==> config.mk <==
export PLATFORM = sky130hd
export DESIGN_NAME = quad_uart_host_bus_port
export DESIGN_NICKNAME = d
export VERILOG_FILES = /design/src/uart_port_pkg.sv /design/src/chan_regs.sv /design/src/quad_uart_host_bus_port.sv
export SDC_FILE = /design/constraint.sdc
export NUM_CORES = 1
export LEC_CHECK = 0
export BUFFER_PORTS_ARGS = -buffer_cell sky130_fd_sc_hd__buf_2
export CORE_ASPECT_RATIO = 0.6
export CORE_MARGIN = 8
export CORE_UTILIZATION = 62
export CTS_CLUSTER_SIZE = 28
export DETAILED_ROUTE_END_ITERATION = 6
export PLACE_DENSITY_LB_ADDON = 0.05
export SYNTH_ARGS = -nofsm -noshare
export SYNTH_HDL_FRONTEND = slang
export SYNTH_SLANG_ARGS = --single-unit
==> constraint.sdc <==
create_clock -name core_clk -period 3.9 [get_ports core_clk]
set_input_delay 1.17 -clock core_clk [delete_from_list [all_inputs] [get_ports core_clk]]
set_output_delay 1.17 -clock core_clk [all_outputs]
set_load 0.005 [all_outputs]
==> src/uart_port_pkg.sv <==
// Purpose: Shared constants and carriers of the quad UART host bus port
// Assumes: 10 MHz core clock, host pins asynchronous to it
// Notes:   Register indices are per channel, three address lines wide
`default_nettype none
package uart_port_pkg;
	localparam int DATA_W       = 8;
	localparam int REG_ADDR_W   = 3;
	localparam int NUM_CHAN     = 4;
	localparam int FIFO_DEPTH   = 16;

	// **********************************************************
	// Timing
	// **********************************************************
	localparam int CLK_PERIOD_NS = 100;
	localparam int RESET_MIN_NS  = 40;
	localparam int RESET_MIN_RAW = (RESET_MIN_NS + CLK_PERIOD_NS - 1) / CLK_PERIOD_NS;
	localparam int RESET_MIN_CYC = (RESET_MIN_RAW < 1) ? 1 : RESET_MIN_RAW;

	// **********************************************************
	// Register map within a channel
	// **********************************************************
	localparam logic [2:0] REG_DATA       = 3'h0;
	localparam logic [2:0] REG_IRQ_EN     = 3'h1;
	localparam logic [2:0] REG_IRQ_STAT   = 3'h2;
	localparam logic [2:0] REG_LINE_CTRL  = 3'h3;
	localparam logic [2:0] REG_MODEM_CTRL = 3'h4;
	localparam logic [2:0] REG_LINE_STAT  = 3'h5;
	localparam logic [2:0] REG_MODEM_STAT = 3'h6;
	localparam logic [2:0] REG_SCRATCH    = 3'h7;

	localparam logic [7:0] REG_RESET_VAL  = 8'h00;
	localparam int IER_RX_BIT      = 0;
	localparam int IER_TX_BIT      = 1;
	localparam int MCR_IRQ_GATE    = 3;
	localparam int LSR_RX_AVAIL    = 0;
	localparam int LSR_TX_EMPTY    = 5;
	localparam int LSR_TX_IDLE     = 6;
	localparam int ISR_NONE        = 0;

	localparam logic STYLE_STROBE  = 1'b1;
	localparam logic [3:0] ALL_SEL = 4'hF;
	localparam logic [3:0] NO_SEL  = 4'h0;

	// **********************************************************
	// Carriers
	// **********************************************************
	typedef struct packed {
		logic       bus_style;
		logic [3:0] chan_select_n;
		logic       read_strobe_n;
		logic       write_strobe_n;
		logic       common_select_n;
		logic       read_not_write;
		logic       chan_addr_hi;
		logic       chan_addr_lo;
		logic [2:0] reg_addr;
		logic [7:0] data;
		logic       reset_pin;
		logic       irq_style_select;
	} host_pins_t;

	typedef struct packed {
		logic       valid;
		logic [7:0] data;
	} byte_beat_t;

	typedef enum logic [1:0] {BUS_IDLE, BUS_READ, BUS_WRITE} bus_state_t;
endpackage
`default_nettype wire

==> src/chan_regs.sv <==
// Purpose: One UART channel register set with transmit and receive FIFOs
// Assumes: Access pulses come from the host port, one cycle each
// Notes:   Serial engine sits outside and drains or fills the FIFOs
`timescale 1ns/1ps
`default_nettype none
module chan_regs #(
	parameter int DEPTH = uart_port_pkg::FIFO_DEPTH
) (
	// Clock and reset
	input  wire logic                   core_clk,
	input  wire logic                   reset_n,
	input  wire logic                   clear,
	// Host access
	input  wire logic                   wr_en,
	input  wire logic                   rd_done,
	input  wire logic [2:0]             addr,
	input  wire logic [7:0]             wdata,
	output logic [7:0]                  rdata,
	output logic [7:0]                  modem_ctrl,
	output logic                        irq,
	// Serial side
	input  wire uart_port_pkg::byte_beat_t rx_in,
	output logic                        rx_ready,
	output var uart_port_pkg::byte_beat_t tx_out,
	input  wire logic                   tx_ready
);
	localparam int AW = $clog2(DEPTH);

	logic [7:0] tx_mem [DEPTH];
	logic [7:0] rx_mem [DEPTH];
	logic [AW:0] tx_wp_q, tx_wp_d, tx_rp_q, tx_rp_d;
	logic [AW:0] rx_wp_q, rx_wp_d, rx_rp_q, rx_rp_d;
	logic [7:0] ier_q, ier_d, lcr_q, lcr_d, mcr_q, mcr_d, spr_q, spr_d;
	logic tx_empty, tx_full, rx_empty, rx_full, tx_push, rx_pop, tx_pop, rx_push;

	// ************************************************************
	// FIFO flags and pointer steps
	// ************************************************************
	always_comb begin
		tx_empty = (tx_wp_q == tx_rp_q);
		rx_empty = (rx_wp_q == rx_rp_q);
		tx_full  = (tx_wp_q[AW] != tx_rp_q[AW]) && (tx_wp_q[AW-1:0] == tx_rp_q[AW-1:0]);
		rx_full  = (rx_wp_q[AW] != rx_rp_q[AW]) && (rx_wp_q[AW-1:0] == rx_rp_q[AW-1:0]);
		tx_push  = wr_en && (addr == uart_port_pkg::REG_DATA) && !tx_full;
		rx_pop   = rd_done && (addr == uart_port_pkg::REG_DATA) && !rx_empty;
		tx_pop   = tx_ready && !tx_empty;
		rx_push  = rx_in.valid && !rx_full;
		tx_wp_d  = clear ? '0 : tx_wp_q + (AW+1)'(tx_push);
		tx_rp_d  = clear ? '0 : tx_rp_q + (AW+1)'(tx_pop);
		rx_wp_d  = clear ? '0 : rx_wp_q + (AW+1)'(rx_push);
		rx_rp_d  = clear ? '0 : rx_rp_q + (AW+1)'(rx_pop);
	end

	always_ff @(posedge core_clk or negedge reset_n) begin
		if (!reset_n) begin
			tx_wp_q <= '0;
			tx_rp_q <= '0;
			rx_wp_q <= '0;
			rx_rp_q <= '0;
		end else begin
			tx_wp_q <= tx_wp_d;
			tx_rp_q <= tx_rp_d;
			rx_wp_q <= rx_wp_d;
			rx_rp_q <= rx_rp_d;
		end
	end

	// Storage holds no reset; pointers alone define content
	always_ff @(posedge core_clk) begin
		if (tx_push && !clear) begin
			tx_mem[tx_wp_q[AW-1:0]] <= wdata;
		end
		if (rx_push && !clear) begin
			rx_mem[rx_wp_q[AW-1:0]] <= rx_in.data;
		end
	end

	// ************************************************************
	// Control registers
	// ************************************************************
	always_comb begin
		ier_d = ier_q;
		lcr_d = lcr_q;
		mcr_d = mcr_q;
		spr_d = spr_q;
		if (clear) begin
			ier_d = uart_port_pkg::REG_RESET_VAL;
			lcr_d = uart_port_pkg::REG_RESET_VAL;
			mcr_d = uart_port_pkg::REG_RESET_VAL;
			spr_d = uart_port_pkg::REG_RESET_VAL;
		end else if (wr_en) begin
			case (addr)
				uart_port_pkg::REG_IRQ_EN:     ier_d = wdata;
				uart_port_pkg::REG_LINE_CTRL:  lcr_d = wdata;
				uart_port_pkg::REG_MODEM_CTRL: mcr_d = wdata;
				uart_port_pkg::REG_SCRATCH:    spr_d = wdata;
				default:                       ier_d = ier_q;
			endcase
		end
	end

	always_ff @(posedge core_clk or negedge reset_n) begin
		if (!reset_n) begin
			ier_q <= uart_port_pkg::REG_RESET_VAL;
			lcr_q <= uart_port_pkg::REG_RESET_VAL;
			mcr_q <= uart_port_pkg::REG_RESET_VAL;
			spr_q <= uart_port_pkg::REG_RESET_VAL;
		end else begin
			ier_q <= ier_d;
			lcr_q <= lcr_d;
			mcr_q <= mcr_d;
			spr_q <= spr_d;
		end
	end

	// ************************************************************
	// Read view and serial side
	// ************************************************************
	always_comb begin
		irq   = (ier_q[uart_port_pkg::IER_RX_BIT] && !rx_empty)
		     || (ier_q[uart_port_pkg::IER_TX_BIT] && tx_empty);
		rdata = '0;
		case (addr)
			uart_port_pkg::REG_DATA:       rdata = rx_mem[rx_rp_q[AW-1:0]];
			uart_port_pkg::REG_IRQ_EN:     rdata = ier_q;
			uart_port_pkg::REG_IRQ_STAT:   rdata[uart_port_pkg::ISR_NONE] = !irq;
			uart_port_pkg::REG_LINE_CTRL:  rdata = lcr_q;
			uart_port_pkg::REG_MODEM_CTRL: rdata = mcr_q;
			uart_port_pkg::REG_LINE_STAT: begin
				rdata[uart_port_pkg::LSR_RX_AVAIL] = !rx_empty;
				rdata[uart_port_pkg::LSR_TX_EMPTY] = !tx_full;
				rdata[uart_port_pkg::LSR_TX_IDLE]  = tx_empty;
			end
			uart_port_pkg::REG_SCRATCH:    rdata = spr_q;
			default:                       rdata = '0;
		endcase
		modem_ctrl   = mcr_q;
		rx_ready     = !rx_full;
		tx_out.valid = !tx_empty;
		tx_out.data  = tx_mem[tx_rp_q[AW-1:0]];
	end
endmodule
`default_nettype wire

==> src/quad_uart_host_bus_port.sv <==
// Purpose: Host parallel bus port serving four UART channels
// Assumes: Host pins are asynchronous and are synchronised to core_clk
// Notes:   Strap picks strobe style or read/write-line style
//
// Summary of operation
// - Bus style follows the strap: strobe style or read/write-line style.
// - Eight-bit two-way data bus plus three register address lines.
// - Accesses are framed by select and strobe levels only, no UART clock.
// - Strobe style: one low select addresses A, B, C or D; all high none.
// - Strobe style: all four selects low on write stores into every channel.
// - Strobe style: read strobe makes reads, write strobe makes writes.
// - Line style: common select, read-not-write and channel bits frame cycles.
// - Line style: select high deselects; address bits 00..11 pick A..D.
// - Channel address bits decode only in line style.
// - Four channels, each with its own full register set.
// - Each channel has sixteen-byte transmit and receive FIFOs.
// - Shared data bus; only the addressed channel drives reads.
// - Reset returns all channel registers and serial outputs to defaults.
// - Strobe style interrupt enable follows style input and modem control bit 3.
// - Line style reset is active low, same effect when long enough.
`timescale 1ns/1ps
`default_nettype none
module quad_uart_host_bus_port #(
	parameter int NCH   = uart_port_pkg::NUM_CHAN,
	parameter int DEPTH = uart_port_pkg::FIFO_DEPTH
) (
	// Clock and reset
	input  wire logic                       core_clk,
	input  wire logic                       reset_n,
	// Host pins
	input  wire uart_port_pkg::host_pins_t  host_pins,
	output logic [7:0]                      data_out,
	output logic                            data_oe,
	// Interrupt pins
	output logic [3:0]                      irq_out,
	output logic [3:0]                      irq_oe,
	// Serial side
	input  wire uart_port_pkg::byte_beat_t  rx_in [4],
	output logic [3:0]                      rx_ready,
	output var uart_port_pkg::byte_beat_t   tx_out [4],
	input  wire logic [3:0]                 tx_ready
);
	uart_port_pkg::host_pins_t sync1_q, pins;
	uart_port_pkg::bus_state_t state_q, state_d;
	logic [3:0] sel_q, sel_d, wr_en, rd_done, chan_irq, irq_q, irq_d, oe_q, oe_d;
	logic [2:0] addr_q, addr_d;
	logic [7:0] wdata_q, wdata_d, dout_q, dout_d;
	logic [7:0] rdata [4];
	logic [7:0] modem_control_reg [4];
	logic [3:0] cur_sel, strobe_sel;
	logic read_go, write_go, strobe_style, end_pulse, chan_clear, reset_active;
	logic [3:0] rst_cnt_q, rst_cnt_d;
	logic clear_q, clear_d;

	localparam logic [7:0] NO_DATA = 8'h00;
	// Idle pin image keeps the reset pin inactive, so no clear follows reset
	localparam uart_port_pkg::host_pins_t PINS_IDLE = '{bus_style: uart_port_pkg::STYLE_STROBE,
		chan_select_n: uart_port_pkg::ALL_SEL, read_strobe_n: 1'b1, write_strobe_n: 1'b1,
		common_select_n: 1'b1, read_not_write: 1'b1, chan_addr_hi: 1'b1, chan_addr_lo: 1'b1,
		reg_addr: 3'h7, data: 8'hFF, reset_pin: ~uart_port_pkg::STYLE_STROBE,
		irq_style_select: 1'b1};

	function automatic logic [3:0] decode_chan(input logic hi, input logic lo);
		decode_chan = 4'h1 << {hi, lo};
	endfunction

	function automatic logic single_sel(input logic [3:0] s);
		single_sel = (s != uart_port_pkg::NO_SEL) && ((s & (s - 4'h1)) == uart_port_pkg::NO_SEL);
	endfunction

	// ************************************************************
	// Pin synchroniser
	// ************************************************************
	// Bus cycles are level framed, so sampling them needs no UART clock
	always_ff @(posedge core_clk or negedge reset_n) begin
		if (!reset_n) begin
			sync1_q <= PINS_IDLE;
			pins    <= PINS_IDLE;
		end else begin
			sync1_q <= host_pins;
			pins    <= sync1_q;
		end
	end

	// ************************************************************
	// Channel decode
	// ************************************************************
	always_comb begin
		strobe_style = (pins.bus_style == uart_port_pkg::STYLE_STROBE);
		strobe_sel   = ~pins.chan_select_n;
		if (strobe_style) begin
			cur_sel  = strobe_sel;
			read_go  = !pins.read_strobe_n && single_sel(strobe_sel);
			write_go = !pins.write_strobe_n && (strobe_sel != uart_port_pkg::NO_SEL);
		end else begin
			cur_sel  = pins.common_select_n ? uart_port_pkg::NO_SEL
			         : decode_chan(pins.chan_addr_hi, pins.chan_addr_lo);
			read_go  = !pins.common_select_n && pins.read_not_write;
			write_go = !pins.common_select_n && !pins.read_not_write;
		end
	end

	// ************************************************************
	// Bus cycle sequencer
	// ************************************************************
	// Writes commit at the trailing edge, when host data is settled
	always_comb begin
		state_d   = state_q;
		sel_d     = sel_q;
		addr_d    = addr_q;
		wdata_d   = wdata_q;
		dout_d    = dout_q;
		end_pulse = 1'b0;
		case (state_q)
			uart_port_pkg::BUS_IDLE: begin
				if (read_go) begin
					state_d = uart_port_pkg::BUS_READ;
					sel_d   = cur_sel;
					addr_d  = pins.reg_addr;
				end else if (write_go) begin
					state_d = uart_port_pkg::BUS_WRITE;
					sel_d   = cur_sel;
					addr_d  = pins.reg_addr;
					wdata_d = pins.data;
				end
			end
			uart_port_pkg::BUS_READ: begin
				dout_d = NO_DATA;
				for (int i = 0; i < 4; i++) begin
					if (sel_q[i]) begin
						dout_d = rdata[i];
					end
				end
				if (!read_go) begin
					state_d   = uart_port_pkg::BUS_IDLE;
					end_pulse = 1'b1;
				end
			end
			uart_port_pkg::BUS_WRITE: begin
				if (write_go) begin
					wdata_d = pins.data;
				end else begin
					state_d   = uart_port_pkg::BUS_IDLE;
					end_pulse = 1'b1;
				end
			end
			default: state_d = uart_port_pkg::BUS_IDLE;
		endcase
		if (chan_clear) begin
			state_d = uart_port_pkg::BUS_IDLE;
		end
	end

	always_ff @(posedge core_clk or negedge reset_n) begin
		if (!reset_n) begin
			state_q <= uart_port_pkg::BUS_IDLE;
			sel_q   <= uart_port_pkg::NO_SEL;
			addr_q  <= '0;
			wdata_q <= NO_DATA;
			dout_q  <= NO_DATA;
		end else begin
			state_q <= state_d;
			sel_q   <= sel_d;
			addr_q  <= addr_d;
			wdata_q <= wdata_d;
			dout_q  <= dout_d;
		end
	end

	always_comb begin
		for (int i = 0; i < 4; i++) begin
			wr_en[i]   = end_pulse && (state_q == uart_port_pkg::BUS_WRITE) && sel_q[i];
			rd_done[i] = end_pulse && (state_q == uart_port_pkg::BUS_READ) && sel_q[i];
		end
		data_out = dout_q;
		data_oe  = (state_q == uart_port_pkg::BUS_READ) && read_go && single_sel(sel_q);
	end

	// ************************************************************
	// Reset pin qualification
	// ************************************************************
	// Pin polarity follows the bus style strap
	always_comb begin
		reset_active = strobe_style ? pins.reset_pin : !pins.reset_pin;
		rst_cnt_d    = reset_active ? ((rst_cnt_q == 4'hF) ? rst_cnt_q : rst_cnt_q + 4'h1) : 4'h0;
		clear_d      = reset_active && (rst_cnt_d >= 4'(uart_port_pkg::RESET_MIN_CYC));
		chan_clear   = clear_q;
	end

	always_ff @(posedge core_clk or negedge reset_n) begin
		if (!reset_n) begin
			rst_cnt_q <= 4'h0;
			clear_q   <= 1'b0;
		end else begin
			rst_cnt_q <= rst_cnt_d;
			clear_q   <= clear_d;
		end
	end

	// ************************************************************
	// Channels
	// ************************************************************
	for (genvar c = 0; c < NCH; c++) begin : g_chan
		chan_regs #(.DEPTH(DEPTH)) u_chan (
			.core_clk   (core_clk),
			.reset_n    (reset_n),
			.clear      (chan_clear),
			.wr_en      (wr_en[c]),
			.rd_done    (rd_done[c]),
			.addr       (addr_q),
			.wdata      (wdata_q),
			.rdata      (rdata[c]),
			.modem_ctrl (modem_control_reg[c]),
			.irq        (chan_irq[c]),
			.rx_in      (rx_in[c]),
			.rx_ready   (rx_ready[c]),
			.tx_out     (tx_out[c]),
			.tx_ready   (tx_ready[c])
		);
	end

	// ************************************************************
	// Interrupt outputs
	// ************************************************************
	// Gated mode releases the pin so several channels can share a line
	always_comb begin
		irq_d = chan_irq;
		for (int i = 0; i < 4; i++) begin
			oe_d[i] = !strobe_style || pins.irq_style_select
			       || modem_control_reg[i][uart_port_pkg::MCR_IRQ_GATE];
		end
		irq_out = irq_q;
		irq_oe  = oe_q;
	end

	always_ff @(posedge core_clk or negedge reset_n) begin
		if (!reset_n) begin
			irq_q <= uart_port_pkg::NO_SEL;
			oe_q  <= uart_port_pkg::NO_SEL;
		end else begin
			irq_q <= irq_d;
			oe_q  <= oe_d;
		end
	end
endmodule
`default_nettype wire

**Word-level counts from Yosys, hierarchy flattened**

Memory sizes are Yosys's and may differ from the RTL's.
Index checks and enable logic that the tools add are counted.

- Add/subtract/negate cells: 19
- Multiply operators: 0
- Divide/modulo/power cells: 0
- $lt $le $gt $ge: 1
- Eq/ne operators: 37
- Shift operators: 1
- Multiplexer cells: 111
- Bitwise logic cells: 3
- Reductions and logical operators: 138

Operators with widths:

| operator | count |
|---|---|
| $mux W8 | 42 |
| $add A5 B1 Y5 | 16 |
| $mux W5 | 16 |
| $pmux W4 S5 | 4 |
| $logic_and A1 B1 Y1 | 67 |
| $pmux W2 S6 | 4 |
| $eq A5 B5 Y1 | 8 |
| $reduce_and A2 Y1 | 18 |
| $eq A4 B4 Y1 | 8 |
| $pmux W1 S7 | 4 |
| $logic_not A1 Y1 | 27 |
| $mux W4 | 6 |
| $mux W1 | 21 |
| $pmux W1 S5 | 4 |
| $reduce_bool A2 Y1 | 10 |
| $pmux W8 S2 | 1 |
| $mux W2 | 5 |
| $eq A3 B3 Y1 const B | 3 |
| $logic_or A1 B1 Y1 | 9 |
| $and A4 B4 Y4 | 2 |
| $logic_not A4 Y1 | 2 |
| $ne A1 B1 Y1 | 8 |
| $reduce_bool A4 Y1 | 2 |
| $sub A4 B1 Y4 const B | 2 |
| other kinds (18) | 21 |

- Flip-flop bits (word level): 294
- Bits in latches: 0
- Bits in writable memories: 1024
- Bits in read-only memories: 0
- Input bits: 66
- Output and inout bits: 57
- Logic and storage cells: 383
- Memories: 8

Memory list:

| name | words | width | read ports | clocked after Yosys merged registers in | wr ports | line | RTL |
|---|---|---|---|---|---|---|---|
| g_chan[0].u_chan.rx_mem | 16 | 8 | 1 | 0 | 1 | chan_regs.sv:30 | `logic [7:0] rx_mem [DEPTH];` |
| g_chan[0].u_chan.tx_mem | 16 | 8 | 1 | 0 | 1 | chan_regs.sv:29 | `logic [7:0] tx_mem [DEPTH];` |
| g_chan[1].u_chan.rx_mem | 16 | 8 | 1 | 0 | 1 | chan_regs.sv:30 |  |
| g_chan[1].u_chan.tx_mem | 16 | 8 | 1 | 0 | 1 | chan_regs.sv:29 |  |
| g_chan[2].u_chan.rx_mem | 16 | 8 | 1 | 0 | 1 | chan_regs.sv:30 |  |
| g_chan[2].u_chan.tx_mem | 16 | 8 | 1 | 0 | 1 | chan_regs.sv:29 |  |
| +2 memories | -- | -- | -- | -- | -- | -- |  |

**Longest topological paths before layout**

- Depth in word-level cells: 16
- Mapped depth: 14
- Gate-level depth less buffers: 12

**Cells and area by module**

Synthesis repeated with hierarchy kept, for this count alone.

- Cell total of the unflattened synthesis: 3206
- Area total of the unflattened synthesis: 54149.4 um^2

By module, submodules not included:

| module | times used | cells each | area an instance (um^2) | sequential area each (um^2) |
|---|---|---|---|---|
| chan_regs at g_chan[1].u_chan | 1 | 788 | 12846.1 | 8988.6 |
| chan_regs at g_chan[3].u_chan | 1 | 731 | 12722.2 | 8988.6 |
| chan_regs at g_chan[2].u_chan | 1 | 731 | 12669.7 | 8988.6 |
| chan_regs at g_chan[0].u_chan | 1 | 711 | 12658.4 | 8988.6 |
| quad_uart_host_bus_port | 1 | 245 | 3253.1 | 2209.6 |

**Least setup slack after synthesis**

OpenSTA, ideal clock, no wires.

- Path kind: register -> output
- Start point: register g_chan[0].u_chan.tx_rp_q[0]
- End point: output tx_out[27] (netlist bit)
- Arrival: 2172 ps
- Data required time: 2730 ps
- Slack: 558 ps
- Cell stages (with the launch flop): 5
- Buffers on the path: 2
- Path through: dfrtp_1 -> clkbuf_1 -> clkbuf_1 -> mux4_2 -> mux4_2

RTL lines:

| what | line | RTL |
|---|---|---|
| from (decl) | chan_regs.sv:31 | `logic [AW:0] tx_wp_q, tx_wp_d, tx_rp_q, tx_rp_d;` |
| from (signal assigned) | chan_regs.sv:62 | `tx_rp_q <= tx_rp_d;` |
| to (decl) | quad_uart_host_bus_port.sv:40 | `output var uart_port_pkg::byte_beat_t tx_out [4],` |

==> impl_metrics.csv <==
group,metric,value,unit
timing,setup_viol,0,
finish,nNetsFinal,3458,
clock_network,clkSlewWorstSetupHoldPaths,60,ps
pwr,peakVddDrop,0.4741,mV
critical_path,crit_chain,"buf_8 -> mux4_2 -> mux4_2 -> buf_2",
pwr,leakage,20.63,nW
timing,worst_hold_slack,339.3,ps
synth,synth_fp_nets,3226,
timing,skew,21.89,ps
detailed_routing,firstDrtPassIters,7,
die,dieHeight,244.3,microns
grt,antenna_found_initial,4,
timing,fmax,260.3,MHz
synth,synth_seq_area_share,70.88,%
timing,final.min_clock_period,3842,ps
die,die-area,96850,sq um
synth,avgSynthCellArea,17.24,sq um
timing,worst_pin_slew,1248,ps
critical_path,path_buf_inv,2,
synth,synthFlopType,"edfxtp_1",
placement,dp_hpwl,82270,microns
synth,synth-compound-area-share,4.315,%
timing,slew_violations,0,
clock_network,root_buffer,"clkbuf_16",
min_path,hold_path.class,"register to register",
critical_path,slowest_delay,580,ps
detailed_routing,drc,2,
finish,syn_to_final_growth,12.28,%
synth,synthSimpleGateAreaFrac,5.481,%
synth,synth-xor-area-share,1.480,%
grt,grt_use_total,25.84,%
synth,synth_adder_area_share,0.8365,%
timing,min_period_over_period,98.51,%
critical_path,endpoint_kind,"output port",
finish,drive_gt1_share,24.57,%
clock_network,cts_buffer_depth,3,
critical_path,critical_path.max_fanout,7,
status,violations,"design-rule violations",
die,rows,83,
detailed_routing,wl,125300,microns
synth,muxShareOfSynthArea,15.34,%
die,ioPinCount,123,
detailed_routing,via_count,29584,
placement,place_area,56550,sq um
clock_network,insertion_delay,710,ps
detailed_routing,detail-route-antenna-nets,0,
critical_path,cp-start-kind,"register",
clock_network,cts.sinks,1318,
synth,ys_types,64,
die,core_area,85780,sq um
synth,synthCells,3124,
synth,async_flop_share,22.31,%
grt,grt_max_degree,92,
grt,overflow,0,
grt,grt_first_pass_wirelength,189600,microns
finish,finalInstanceArea,60460,sq um
grt,grt_pass1_vias,29530,
detailed_routing,post_drt_wl_per_cell,27.21,microns
clock_network,cts_buffers,114,
placement,portBuffers,122,
placement,gp_congestion,0.8911,
timing,slew_headroom,16.77,%
job,drv_cap,0,
timing,rsz0062_at_grt,"true",
detailed_routing,drt-vias-per-instance,6.423,
clock_network,h-tree-depth,3,
synth,synth_edf_count,1024,
detailed_routing,drt_iter0_markers,3238,
critical_path,crit_family,"multiplexers",
status,status,"finished, violations left",
die,start_util,62.77,%
critical_path,crit_required,2730,ps
synth,synth_top_family_by_area,"multiplexers",
synth,ys_warn_count,0,
die,die_x,396.5,microns
critical_path,critical_path_class,"register to output port",
synth,synth_area,53850,sq um
clock_network,cts_tree,"done",
critical_path,slowest_stage,"mux4_2",
synth,synth-seq-cells,1318,
critical_path,arrival,2670,ps
clock_network,cts_hold_buf,0,
pwr,power_density,562.3,nW/um^2
timing,hold_violations,0,
critical_path,critPathMostFrequentCell,"mux4_2",
-- logic make-up after synthesis --
family                     Yosys count
xor gates and xnor gates            91
DFF                               1318
AOI/OAI and AO/OA                  289
adders and majority gates           36
muxes                              534
buffers and inverters              217
and+or+nand+nor                    639
-- cell type report --
cell class / count / area [sq um]
well taps: 1147 / 1435
flip-flops and latches: 1318 / 38200
diodes: 3 / 7.507
fillers: 5441 / 25320
repair buffers: 312 / 2227
clock buffers: 163 / 3199
clock inverters: 53 / 505.5
multi-input cells: 1589 / 14810
inverters: 21 / 78.83
-- Yosys cell counts (5+ instances only) --
master     count  area share (%)
a22o_1        15            0.24
a22oi_1       47            0.66
mux4_2       229             9.6
or3_1          6           0.070
and2_1        11            0.13
edfxtp_1    1024              57
buf_2         36            0.33
or2_2          5           0.058
o2bb2ai_1      6           0.098
ha_1          36            0.84
nor2b_1       44            0.51
a211oi_4      12            0.45
o22ai_1        9            0.10
o221ai_1      15            0.24
inv_1         20            0.14
nand4_1        7           0.081
xor2_1        55            0.89
nand2_1       87            0.61
nand2b_1      40            0.46
buf_4          7           0.098
o21ai_0       62            0.58
dfstp_2       46             2.2
mux2i_1      267             5.0
o221a_2        6            0.13
dfrtp_1      248              12
nor2_1       298             2.1
mux2_2        35            0.73
nand3_1       49            0.46
a221oi_1      35            0.57
a21oi_1       46            0.43
nand3b_1      19            0.26
a211oi_1       5           0.070
a2111oi_4      7            0.36
nor3_1        49            0.46
clkbuf_1     115            0.80
xnor2_1       36            0.59
nor4_1        10            0.12
buf_1         35            0.24
-- where the power goes --
part | internal [mW] | total (mW) | switching (mW) | leakage, nW
Combinational | 1.84 | 5.20 | 3.36 | 5.78
Sequential | 16.5 | 17.5 | 1.04 | 13.1
Clock | 6.24 | 11.2 | 5.00 | 1.78
Total | 24.6 | 34.0 | 9.40 | 20.6
-- cell usage in the layout (no fill, tap or decap), types with 40 or more instances in the layout --
cell type	netlist	final
edfxtp_1	1024	1024
nor2_1	298	298
mux2i_1	267	266
mux4_2	229	229
dfrtp_1	248	229
buf_4	7	177
buf_2	36	121
clkbuf_16	0	118
nand2_1	87	87
o21ai_0	62	62
xor2_1	55	55
nand3_1	49	49
nor3_1	49	48
a22oi_1	47	47
a21oi_1	46	46
dfstp_2	46	46
nor2b_1	44	41
nand2b_1	40	40
-- flip-flops by register name, summed over array words and instances (netlist names), 8 cells and up --
name and count:
data_out 8, g_chan.u_chan.ier_q 32, g_chan.u_chan.lcr_q 32, g_chan.u_chan.modem_ctrl 32, g_chan.u_chan.rx_mem 512, g_chan.u_chan.rx_rp_q 20, g_chan.u_chan.rx_wp_q 20, g_chan.u_chan.spr_q 32
g_chan.u_chan.tx_mem 512, g_chan.u_chan.tx_rp_q 20, g_chan.u_chan.tx_wp_q 20, pins 23, sync1_q 24, wdata_q 8
-- final timing paths --
check | endpoint | slack [ps] | cells after the start | start
worst max register to register | g_chan[3].u_chan.tx_mem[7][5]$_DFFE_PP_ | 510 | 7 | g_chan[3].u_chan.tx_rp_q[3]$_DFF_PN0_
max in group asynchronous | g_chan[2].u_chan.tx_rp_q[0]$_DFF_PN0_ | 2600 | 2 | reset_n
worst min-delay path | pins[8]$_DFF_PN1_ | 340 | 0 | sync1_q[8]$_DFF_PN1_
worst max-delay path | tx_out[27] | 60 | 4 | g_chan[0].u_chan.tx_rp_q[0]$_DFF_PN0_
min in group asynchronous | irq_oe[1]$_DFF_PN0_ | 370 | 1 | reset_n
worst min register to register | pins[8]$_DFF_PN1_ | 340 | 0 | sync1_q[8]$_DFF_PN1_
-- worst reg2reg max path: stages, from the launching register on --
cell       delay [ps]
dfrtp_1           790
xnor2_1           170
nand4_1           170
nor2_1            110
or2_2             320
a2111oi_4         500
nand3b_1          300
nor2_1            670
-- per-layer routing --
metal | GRT usage, % | vias to the layer above | routed length (microns)
met4 | 5.709 | 2 | 2497
met2 | 36.78 | 1405 | 54850
met1 | 41.76 | 15385 | 56510
met5 | 0 | - | 13
met3 | 5.036 | 184 | 11440
li1 | - | 12608 | -
-- timing repair --
item                                    4_1_cts  5_1_grt
cloned                                        1        2
hold endpoints to repair                      0        0
gates resized for setup                       4        7
endpoints found under the setup margin       19       25
buffers inserted                              0       12
-- metrics by stage --
step	total power [mW]	worst slack (ps)	std cells	utilization, %	setup TNS [ps]
global route	35.09	-26.01	4603	70.47	-37.09
detailed placement	22.86	599.3	4372	65.92	0
floorplan	20.47	558.3	3124	-	0
CTS	34.03	-16.24	4589	70.29	-16.24
finish	34.00	58.07	4606	70.48	0
global placement	22.69	701.4	4372	65.92	0
(Power assumes the default switching activity.)
